==> src/hdl/clock_gen_defines.vh <==
/*
 * Constants for the serial clock generator: register offsets, field positions,
 * reset values, mode codes and timing figures.
 * Assumes inclusion by bare name from the design files.
 */
`ifndef CLOCK_GEN_DEFINES_VH
`define CLOCK_GEN_DEFINES_VH

// ****************************************
// Register byte offsets on the bus
// ****************************************
`define OFS_DIVISOR_LOW   4'h0
`define OFS_DIVISOR_HIGH  4'h4
`define OFS_CONTROL_A     4'h8
`define OFS_CONTROL_C     4'hc
`define OFS_STATUS        4'h0
`define ADDR_WIDTH        4

// ****************************************
// Field positions
// ****************************************
`define BIT_DOUBLE_SPEED  0
`define BIT_SYNC_MODE     6
`define BIT_CLOCK_POL     0
`define BIT_PIN_DIR       1

// ****************************************
// Reset values
// ****************************************
`define RST_DIVISOR       12'h000
`define RST_CONTROL       8'h00

// ****************************************
// Clock modes
// ****************************************
`define MODE_ASYNC_NORMAL 2'h0
`define MODE_ASYNC_DOUBLE 2'h1
`define MODE_SYNC_MASTER  2'h2
`define MODE_SYNC_SLAVE   2'h3

// ****************************************
// Division ratios and timing
// ****************************************
`define DIV_NORMAL        5'h10
`define DIV_DOUBLE        5'h08
`define DIV_MASTER        5'h02
`define SYNC_DELAY_CYCLES 2
`define CLOCK_PERIOD_NS   100

`endif

==> src/hdl/edge_sync.v <==
/*
 * Two synchroniser registers followed by an edge detector for the external
 * transfer clock. Assumes the input is slower than a quarter of mclk.
 */
`timescale 1ns/10ps
`default_nettype none

module edge_sync (
  // Clock and reset
  input  wire mclk,
  input  wire reset,
  // Pin side
  input  wire pinIn,
  input  wire enable,
  // Edges
  output reg  riseQ,
  output reg  fallQ,
  output reg  levelQ
);

  reg syncA_q;
  reg syncB_q;
  reg prev_q;

  // ****************************************
  // Two-stage sampling and edge detection
  // ****************************************
  always @(posedge mclk) begin
    if (reset || !enable) begin
      syncA_q <= 1'b0;
      syncB_q <= 1'b0;
      prev_q  <= 1'b0;
      riseQ   <= 1'b0;
      fallQ   <= 1'b0;
      levelQ  <= 1'b0;
    end else begin
      syncA_q <= pinIn;
      syncB_q <= syncA_q;
      prev_q  <= syncB_q;
      riseQ   <= syncB_q & ~prev_q;
      fallQ   <= ~syncB_q & prev_q;
      levelQ  <= syncB_q;
    end
  end

endmodule // edge_sync

`default_nettype wire

==> src/hdl/usart_clock_generator.v <==
/*
 * Clock generator of a serial transceiver: baud down-counter, four clock
 * modes, transmit bit clock, receive base tick, transfer clock pin handling,
 * with a classic Wishbone register slave.
 * Assumes one 10 MHz clock, synchronous active-high reset, software keeping
 * double speed cleared in synchronous operation.
 */
// Register access over Wishbone and the address map were decided locally.
// What this block does
// - Four clock modes: normal async, double async, sync master, sync slave.
// - Mode-select bit in control C picks synchronous when set to one.
// - In sync operation pin direction output means master, input means slave.
// - Transfer clock pin neither driven nor sampled in asynchronous mode.
// - Master drives generated clock on pin; slave takes clock from pin.
// - Down-counter reloads divisor at zero and on low divisor write.
// - One tick per zero of counter, rate mclk over divisor plus one.
// - Transmit clock is tick over 16, 8 or 2 by mode.
// - Receiver uses tick directly (both pin edges in slave mode) with 16, 8 or 2 states per bit.
// - Bit rate mclk over 16, 8 or 2 times divisor plus one.
// - Divisor is 12 bits from high and low parts, 0 to 4095.
// - Double speed acts only in asynchronous operation.
// - Double speed receiver takes 8 samples per bit, not 16.
// - Slave clock passes synchroniser and edge detector, three cycles delay to the edge strobes.
// - Polarity bit clear: change on rise, sample on fall; set swaps in slave only, master changes on pin rise either way.
`timescale 1ns/10ps
`default_nettype none
`include "clock_gen_defines.vh"

module usart_clock_generator #(
  parameter DIV_WIDTH = 12
) (
  // Clock and reset
  input  wire        mclk,
  input  wire        reset,
  // Wishbone slave
  input  wire        wb_cyc_i,
  input  wire        wb_stb_i,
  input  wire        wb_we_i,
  input  wire [3:0]  wb_adr_i,
  input  wire [31:0] wb_dat_i,
  input  wire [3:0]  wb_sel_i,
  output reg  [31:0] wb_dat_o,
  output reg         wb_ack_o,
  // Transfer clock pin
  input  wire        transferClockPinIn,
  output reg         transferClockPinOut,
  output reg         transferClockPinOe,
  // Clock strobes to transmitter and receiver
  output reg         txBitClock,
  output reg         txDataChange,
  output reg         rxBaseTick,
  output reg         rxSampleEdge,
  output reg  [4:0]  rxStatesPerBit,
  output reg  [1:0]  clockMode
);

  // ****************************************
  // Registers
  // ****************************************
  reg [DIV_WIDTH-1:0] baudDivisor_q;
  reg                 doubleSpeed_q;
  reg                 syncModeSelect_q;
  reg                 syncClockPolarity_q;
  reg                 pinDirection_q;
  reg [DIV_WIDTH-1:0] count_q;
  reg                 reload_q;
  reg [3:0]           txDiv_q;
  reg                 masterClk_q;

  wire       access;
  wire       lowWrite;
  wire [1:0] mode;
  wire       tick;
  wire       slaveRise;
  wire       slaveFall;
  wire       slaveLevel;
  wire       isSync;
  wire       isMaster;
  wire       isSlave;

  assign access   = wb_cyc_i & wb_stb_i & ~wb_ack_o;
  assign lowWrite = access & wb_we_i & wb_sel_i[0] &
                    (wb_adr_i == `OFS_DIVISOR_LOW);

  // ****************************************
  // Mode decode
  // ****************************************
  assign isSync   = syncModeSelect_q;
  assign isMaster = isSync & pinDirection_q;
  assign isSlave  = isSync & ~pinDirection_q;
  assign mode = isMaster ? `MODE_SYNC_MASTER :
                isSlave  ? `MODE_SYNC_SLAVE  :
                doubleSpeed_q ? `MODE_ASYNC_DOUBLE :
                `MODE_ASYNC_NORMAL;

  // ****************************************
  // Register writes
  // ****************************************
  always @(posedge mclk) begin
    if (reset) begin
      baudDivisor_q       <= `RST_DIVISOR;
      doubleSpeed_q       <= 1'b0;
      syncModeSelect_q    <= 1'b0;
      syncClockPolarity_q <= 1'b0;
      pinDirection_q      <= 1'b0;
    end else if (access && wb_we_i && wb_sel_i[0]) begin
      case (wb_adr_i)
        `OFS_DIVISOR_LOW: begin
          baudDivisor_q[7:0] <= wb_dat_i[7:0];
        end
        `OFS_DIVISOR_HIGH: begin
          baudDivisor_q[DIV_WIDTH-1:8] <= wb_dat_i[DIV_WIDTH-9:0];
        end
        `OFS_CONTROL_A: begin
          doubleSpeed_q <= wb_dat_i[`BIT_DOUBLE_SPEED];
        end
        `OFS_CONTROL_C: begin
          syncModeSelect_q    <= wb_dat_i[`BIT_SYNC_MODE];
          syncClockPolarity_q <= wb_dat_i[`BIT_CLOCK_POL];
          pinDirection_q      <= wb_dat_i[`BIT_PIN_DIR];
        end
        default: begin
        end
      endcase
    end
  end

  // ****************************************
  // Bus answer, one wait-free cycle
  // ****************************************
  always @(posedge mclk) begin
    if (reset) begin
      wb_ack_o <= 1'b0;
      wb_dat_o <= 32'h00000000;
    end else begin
      wb_ack_o <= access;
      wb_dat_o <= 32'h00000000;
      if (access && !wb_we_i) begin
        case (wb_adr_i)
          `OFS_DIVISOR_LOW:  wb_dat_o[7:0] <= baudDivisor_q[7:0];
          `OFS_DIVISOR_HIGH: wb_dat_o[DIV_WIDTH-9:0] <= baudDivisor_q[DIV_WIDTH-1:8];
          `OFS_CONTROL_A:    wb_dat_o[`BIT_DOUBLE_SPEED] <= doubleSpeed_q;
          `OFS_CONTROL_C: begin
            wb_dat_o[`BIT_SYNC_MODE] <= syncModeSelect_q;
            wb_dat_o[`BIT_CLOCK_POL] <= syncClockPolarity_q;
            wb_dat_o[`BIT_PIN_DIR]   <= pinDirection_q;
            wb_dat_o[5:4]            <= mode;
          end
          default: wb_dat_o <= 32'h00000000;
        endcase
      end
    end
  end

  // ****************************************
  // Baud down-counter
  // ****************************************
  always @(posedge mclk) begin
    if (reset) begin
      count_q  <= `RST_DIVISOR;
      reload_q <= 1'b0;
    end else begin
      reload_q <= lowWrite;
      if (reload_q) begin
        count_q <= baudDivisor_q;
      end else if (count_q == {DIV_WIDTH{1'b0}}) begin
        count_q <= baudDivisor_q;
      end else begin
        count_q <= count_q - 1'b1;
      end
    end
  end

  assign tick = (count_q == {DIV_WIDTH{1'b0}}) & ~reload_q;

  // ****************************************
  // External clock input
  // ****************************************
  edge_sync slaveSync (
    .mclk   (mclk),
    .reset  (reset),
    .pinIn  (transferClockPinIn),
    .enable (isSlave),
    .riseQ  (slaveRise),
    .fallQ  (slaveFall),
    .levelQ (slaveLevel)
  );

  // ****************************************
  // Transmit divider and master clock
  // ****************************************
  always @(posedge mclk) begin
    if (reset) begin
      txDiv_q     <= 4'h0;
      masterClk_q <= 1'b0;
    end else if (!isMaster) begin
      masterClk_q <= 1'b0;
      if (tick) begin
        if ((mode == `MODE_ASYNC_DOUBLE && txDiv_q >= 4'h7) || txDiv_q == 4'hf) begin
          txDiv_q <= 4'h0;
        end else begin
          txDiv_q <= txDiv_q + 4'h1;
        end
      end
    end else if (tick) begin
      txDiv_q     <= 4'h0;
      masterClk_q <= ~masterClk_q;
    end
  end

  // ****************************************
  // Output strobes and pin
  // ****************************************
  always @(posedge mclk) begin
    if (reset) begin
      txBitClock          <= 1'b0;
      txDataChange        <= 1'b0;
      rxBaseTick          <= 1'b0;
      rxSampleEdge        <= 1'b0;
      rxStatesPerBit      <= `DIV_NORMAL;
      clockMode           <= `MODE_ASYNC_NORMAL;
      transferClockPinOut <= 1'b0;
      transferClockPinOe  <= 1'b0;
    end else begin
      clockMode           <= mode;
      transferClockPinOe  <= isMaster;
      transferClockPinOut <= isMaster & (masterClk_q ^ syncClockPolarity_q);
      case (mode)
        `MODE_ASYNC_NORMAL: begin
          rxStatesPerBit <= `DIV_NORMAL;
          rxBaseTick     <= tick;
          txBitClock     <= tick & (txDiv_q == 4'hf);
          txDataChange   <= tick & (txDiv_q == 4'hf);
          rxSampleEdge   <= 1'b0;
        end
        `MODE_ASYNC_DOUBLE: begin
          rxStatesPerBit <= `DIV_DOUBLE;
          rxBaseTick     <= tick;
          txBitClock     <= tick & (txDiv_q >= 4'h7);
          txDataChange   <= tick & (txDiv_q >= 4'h7);
          rxSampleEdge   <= 1'b0;
        end
        `MODE_SYNC_MASTER: begin
          rxStatesPerBit <= `DIV_MASTER;
          rxBaseTick     <= tick;
          txBitClock     <= tick & masterClk_q;
          // Pin clock low to high when masterClk_q equals syncClockPolarity_q at the tick
          txDataChange   <= tick & (masterClk_q == syncClockPolarity_q);
          rxSampleEdge   <= tick & (masterClk_q != syncClockPolarity_q);
        end
        `MODE_SYNC_SLAVE: begin
          rxStatesPerBit <= `DIV_MASTER;
          rxBaseTick     <= slaveRise | slaveFall;
          txBitClock     <= slaveRise;
          txDataChange   <= syncClockPolarity_q ? slaveFall : slaveRise;
          rxSampleEdge   <= syncClockPolarity_q ? slaveRise : slaveFall;
        end
        default: begin
          rxStatesPerBit <= `DIV_NORMAL;
          rxBaseTick     <= 1'b0;
          txBitClock     <= 1'b0;
          txDataChange   <= 1'b0;
          rxSampleEdge   <= slaveLevel & 1'b0;
        end
      endcase
    end
  end

endmodule // usart_clock_generator

`default_nettype wire

==> config.mk <==
export PLATFORM = sky130hd
export DESIGN_NAME = usart_clock_generator
export DESIGN_NICKNAME = d
export VERILOG_FILES = /design/src/hdl/edge_sync.v /design/src/hdl/usart_clock_generator.v
export VERILOG_INCLUDE_DIRS = /design/src /design/src/hdl
export SDC_FILE = /design/constraint.sdc
export NUM_CORES = 1
export LEC_CHECK = 0
export ABC_AREA = 1
export BUFFER_PORTS_ARGS = -buffer_cell sky130_fd_sc_hd__buf_2
export CAP_MARGIN = 20
export CORE_MARGIN = 8
export CORE_UTILIZATION = 52
export CTS_BUF_LIST = sky130_fd_sc_hd__clkbuf_8
export DETAILED_ROUTE_END_ITERATION = 16
export HOLD_SLACK_MARGIN = 0.1
export PLACE_DENSITY = 0.83
export RECOVER_POWER = 100
export SYNTH_ARGS = -nofsm -noshare
export SYNTH_HDL_FRONTEND = slang
export SYNTH_SLANG_ARGS = --single-unit
==> constraint.sdc <==
create_clock -name mclk -period 1.9 [get_ports mclk]
set_input_delay 0.095 -clock mclk [delete_from_list [all_inputs] [get_ports mclk]]
set_output_delay 0.095 -clock mclk [all_outputs]
set_load 0.01 [all_outputs]
After elaboration in Yosys (flattened, before gate mapping). Index checks and enable logic that the tools add are counted.

Bits in registers: 85. Input bits: 46. Output and inout bits: 46. Logic and storage cells: 107.

Add/sub/neg operators: 2. Magnitude comparators: 1. Equality and inequality tests: 9. Muxes and demuxes: 20. Bitwise operators: 27. Reductions and logical operators: 21.

Operators by type and width (count): two-way mux 12 bit (2); AND 1 bit (16); two-way mux 4 bit (4); case mux 5 bit (3 select lines) (1); == test 4 bit (second input constant) (3); logical NOT 12 bit (1); case mux 1 bit (4 select lines) (3); subtractor 12 x 1 -> 12 bit (second input constant) (1); inverter 1 bit (9); AND reduction 2 bit (4); OR reduction 2 bit (4); case mux 1 bit (3 select lines) (2); case mux 3 bit (2 select lines) (1); OR reduction 3 bit (2); adder 4 x 1 -> 4 bit (second input constant) (1); == test 2 bit (second input constant) (2); == test 4 x 3 -> 1 bit (second input constant) (1); greater-or-equal comparator 4 x 3 -> 1 bit (second input constant) (1); logical AND 1 bit (4); logical NOT 4 bit (1); two-way mux 2 bit (2); case mux 2 bit (2 select lines) (1); two-way mux 1 bit (3); == test 2 x 1 -> 1 bit (second input constant) (1); other kinds (8) (10).

Logic depth before layout (Yosys ltp).
Word-level depth: 10. Gate-level depth with buffers: 10. Depth with buffers taken out: 10.

Cells and area by module. Synthesis repeated with hierarchy kept, for this count alone.

Cell total of the unflattened synthesis: 351. Area, all modules: 2647.5 sq um.

Modules (own cells, without submodules): usart_clock_generator (instances 1, cells an instance 333, area each 2496.1 sq um, seq. area each 1061.0 sq um); edge_sync (instances 1, cells an instance 18, area each 151.4 sq um, seq. area each 100.1 sq um).

Worst setup path before layout. OpenSTA, ideal clock, no wires.

Path kind: reg-to-reg. Start: register count_q[0]. End: register count_q[3]. Setup time: 117 ps. Arrival time: 1237 ps. Required time: 1783 ps. Setup slack: 546 ps. Stages on the path, launching flop included: 11. Buffers on the path: 1. Period minus slack after synthesis: 1354 ps. Path through: dfxtp_1 inv_1 ha_1 nand2_2 nor2_4 nand2_2 nand2_2 inv_2 buf_6 o21ai_1 nor2_1.

Word-level cells in the longest chain between the ends: 3. Elaborated cells on any way between the ends: 4. Classes of those cells: add/sub (1); mux (2); reduce/logical (1).

Ends and longest elaborated chain: start, declared (RTL line usart_clock_generator.v:65) `reg [DIV_WIDTH-1:0] count_q;`; start signal, assigned (RTL line usart_clock_generator.v:160) `` count_q <= `RST_DIVISOR; ``; start signal, assigned (RTL line usart_clock_generator.v:165) `count_q <= baudDivisor_q;`; start signal, assigned (RTL line usart_clock_generator.v:167) `count_q <= baudDivisor_q;`; subtractor 12 x 1 -> 12 bit or logical NOT 12 bit (tied branches) (RTL line usart_clock_generator.v:169, usart_clock_generator.v:166); two-way mux 12 bit * (RTL line usart_clock_generator.v:166) `end else if (count_q == {DIV_WIDTH{1'b0}}) begin`; two-way mux 12 bit * (RTL line usart_clock_generator.v:164) `if (reload_q) begin`.

Every way passes the cells marked *; elsewhere a longest branch is shown, timed or not. A chain may end at the register's enable or synchronous reset.

Final worst setup path.
Start: input wb_stb_i. End: register wb_dat_o[7].

Word-level cells in the longest chain between the ends: 5.

Ends and longest elaborated chain: start, declared (RTL line usart_clock_generator.v:37) `input wire wb_stb_i,`; AND 1 bit (2 in series) (RTL line usart_clock_generator.v:81) `assign access = wb_cyc_i & wb_stb_i & ~wb_ack_o;`; logical AND 1 bit (RTL line usart_clock_generator.v:138) `if (access && !wb_we_i) begin`; inverter 1 bit (no source line); OR reduction 3 bit (no source line); end signal, assigned (RTL line usart_clock_generator.v:140) `` `OFS_DIVISOR_LOW: wb_dat_o[7:0] <= baudDivisor_q[7:0]; ``; end signal, assigned by index (RTL line usart_clock_generator.v:141) `` `OFS_DIVISOR_HIGH: wb_dat_o[DIV_WIDTH-9:0] <= baudDivisor_q[DIV_WIDTH-1:8]; ``; end signal, assigned by index (RTL line usart_clock_generator.v:142) `` `OFS_CONTROL_A: wb_dat_o[`BIT_DOUBLE_SPEED] <= doubleSpeed_q; ``; end, declared (RTL line usart_clock_generator.v:42) `output reg [31:0] wb_dat_o,`.

No other way between the ends.

==> results.ini <==
[setup_path]
cp_top_family=buffers and inverters
worstPathMaxFanout=6
path_common_cell=dlygate4sd3_1
critPathMaxStageDelay_ps=570
path_buf_inv=5
r2r-start=wb_ack_o
endpoint_kind=register
worstSetupStartpointType=input pin
crit_chain=dlygate4sd3_1 > buf_2 > nand2_1 > nor2_1 > dlygate4sd3_1 > inv_1 > nor3_2 > inv_2 > nor3_1
crit_arrival_ps=2100
crit_type=input pin to register
cp.required_ps=2160
slowest_stage=dlygate4sd3_1
crit_start=wb_stb_i

[sta]
setup_viol=0
tns_ps=0
post-route-period-util_pct=96.88
worstMarginPinSlew_ps=604.4
finalMaxSlewViolations=0
layout_min_cycle_time_ps=1841
hold_ws_ps=113.0
max_freq_mhz=543.3
skew_ps=8.499
setup_ws_ps=59.34
max-slew-margin-rel_pct=59.70
hold_violations=0

[placed_design]
place.gp.congestion=0.8611
dpl.hpwl_mm=4.433
dp_slack_ps=407.6
place_area_um2=2806
io_buffers=38
dpl.cell_count=458

[route]
num_vias=2467
ant_nets=0
finalWirelength_mm=6.615
drt_iter0_drc=187
first_pass_iters=4
drc=0
avgViaCountPerCell=5.035
wl_per_cell_um=13.50

[cells_and_area]
multi_input_area_um2=1189
layout_common_cells=dfxtp_1, nand2_1, nor2_1
n_antenna_cell=0
finalInstanceArea_um2=3110
final_nets=464
fillCellCount=403
layout_commonest_cell=dfxtp_1
area_delta_synth_final_pct=16.71
drive_above_1_share_pct=10.71
instances_no_fill=490
utilization_pct=61.69
seqCellArea_um2=1161

[floorplanning]
die-area_um2=7672
io_pins=92
die_h_um=87.59
row_count=26
core_um2=5042
fp.dieW_um=87.59
initial_utilization_pct=52.85

[global_routing]
grt.total_usage_pct=17.76
antenna_found_initial=0
grt_max_degree=35
first_global_vias=2374
grt_pass1_wl_mm=10.56
overflow=0

[clocking]
clock_latency_ps=340
cts_htree_levels=3
numCtsBuffers=9
clock_path_buffers=2
cts_tree=built
cts.clk_slew.worst_paths_ps=60
cts_sinks=58
root_buffer=clkbuf_8

[power]
swShare_pct=33.57
p_int_mw=2.231
powerDensity_nw_per_um2=1080
p_clk_share_pct=30.3
combPwrFrac_pct=27.9
power_mw=3.358
power.leakage_nw=1.360
switchingPower_mw=1.127
pwr-share-seq_pct=41.8
vdd_drop_max_uv=715.9

[logic_synthesis]
synth_compound_area_share_pct=13.10
netlist_area_um2=2665
synth-simple-area-share_pct=24.51
synth_top_family_by_area=simple AND/OR/NAND/NOR gates
synth_ff_type=dfxtp_1
synthMuxAreaShare_pct=0
ys_ff_latch=58
seq_area_frac_synth_pct=43.57
synthArstFlopShare_pct=0
synth_adder_area_share_pct=1.408
avgSynthCellArea_um2=7.465
ys_types=27
synthCells=357
synth-edff-count=0
synth_xor_area_share_pct=2.300
yosys_warnings=0

[worst_hold_path]
min_from=wb_adr_i[2]
hp-class=input pin to register

[run_status]
status=finished, final reports clean

[flow_run]
drv_cap=0

-- power by group through the flow --
stage / Combinational [mW] / Clock (mW) / Sequential, mW
after global routing: 1.06 / 1.09 / 1.42
final: 0.936 / 1.02 / 1.40
after CTS: 0.960 / 1.03 / 1.40
after floorplan: 0.805 / 0 / 1.42
after detailed placement: 0.923 / 0 / 1.43
after global placement: 0.890 / 0 / 1.42
-- routing by layer --
layer	track usage [%]	routed length, µm	vias to the layer above	part of all wire (%)
li1	-	-	1213	-
met1	18.62	2577	1127	39
met2	30.10	3310	101	50
met3	5.253	510	26	7.7
met4	12.19	216	0	3.3
met5	0	0	-	0
-- path summary, 6_finish.rpt --
path / slack, ps / end / cells past startpoint
max: 60 / wb_dat_o[7] / 9
min: 110 / wb_dat_o[0] / 4
max reg2reg: 170 / wb_dat_o[7] / 6
min reg2reg: 430 / slaveSync.syncB_q / 2
-- timing repair --
action                                  in CTS  in global routing
endpoints found under the setup margin       0                  7
hold buffers                                16                  0
buffers inserted                             0                  0
resized for setup                            0                  1
endpoints found under the hold margin       21                  0
-- synthesized netlist by cell type, types with 3 or more instances --
| cell | count | share of area (%) |
|---|---|---|
| xnor2_1 | 4 | 1.3 |
| a21oi_1 | 32 | 6.0 |
| o21ai_1 | 18 | 3.4 |
| nor3_1 | 8 | 1.5 |
| nor2_1 | 48 | 6.8 |
| inv_1 | 35 | 4.9 |
| clkbuf_1 | 4 | 0.56 |
| nand3_1 | 15 | 2.8 |
| buf_4 | 27 | 7.6 |
| nor2_2 | 3 | 0.70 |
| o21ai_0 | 15 | 2.8 |
| dfxtp_1 | 58 | 44 |
| nand2_1 | 51 | 7.2 |
| ha_1 | 3 | 1.4 |
| inv_2 | 6 | 0.85 |
| nand4_1 | 8 | 1.9 |
| nor2_4 | 4 | 1.7 |
| nand2_2 | 5 | 1.2 |
| xor2_1 | 3 | 0.99 |
-- sequential cells by signal, indices dropped and copies added (netlist names), 2 cells and up --
signal          cells
baudDivisor_q      12
clockMode           2
count_q            12
rxStatesPerBit      2
txDiv_q             4
wb_dat_o            8
-- area by class of cell --
cell class / count / area share (%)
inverter: 41 / 4.948
sequential: 58 / 37.33
multi-input combinational: 249 / 38.21
clock inverter: 4 / 0.5632
timing repair buffer: 56 / 10.82
clock buffer: 12 / 5.310
tap: 70 / 2.816
-- logic make-up (layout without fill, tap and decap cells) --
kind of cell,count (synthesis),after routing
compound gates,68,68
xor+xnor,7,7
fa+ha+maj,3,3
buf+inv,75,113
flops,58,58
other cells,1,26
simple gates,145,145
-- worst min-delay path, delay by kind of cell --
kind / cells / cell delay, ps
buffers and inverters: 2 / 160
AND/OR/NAND/NOR: 1 / 80
AO/OA/AOI/OAI: 1 / 60
Power figures use the tool's default switching activity.
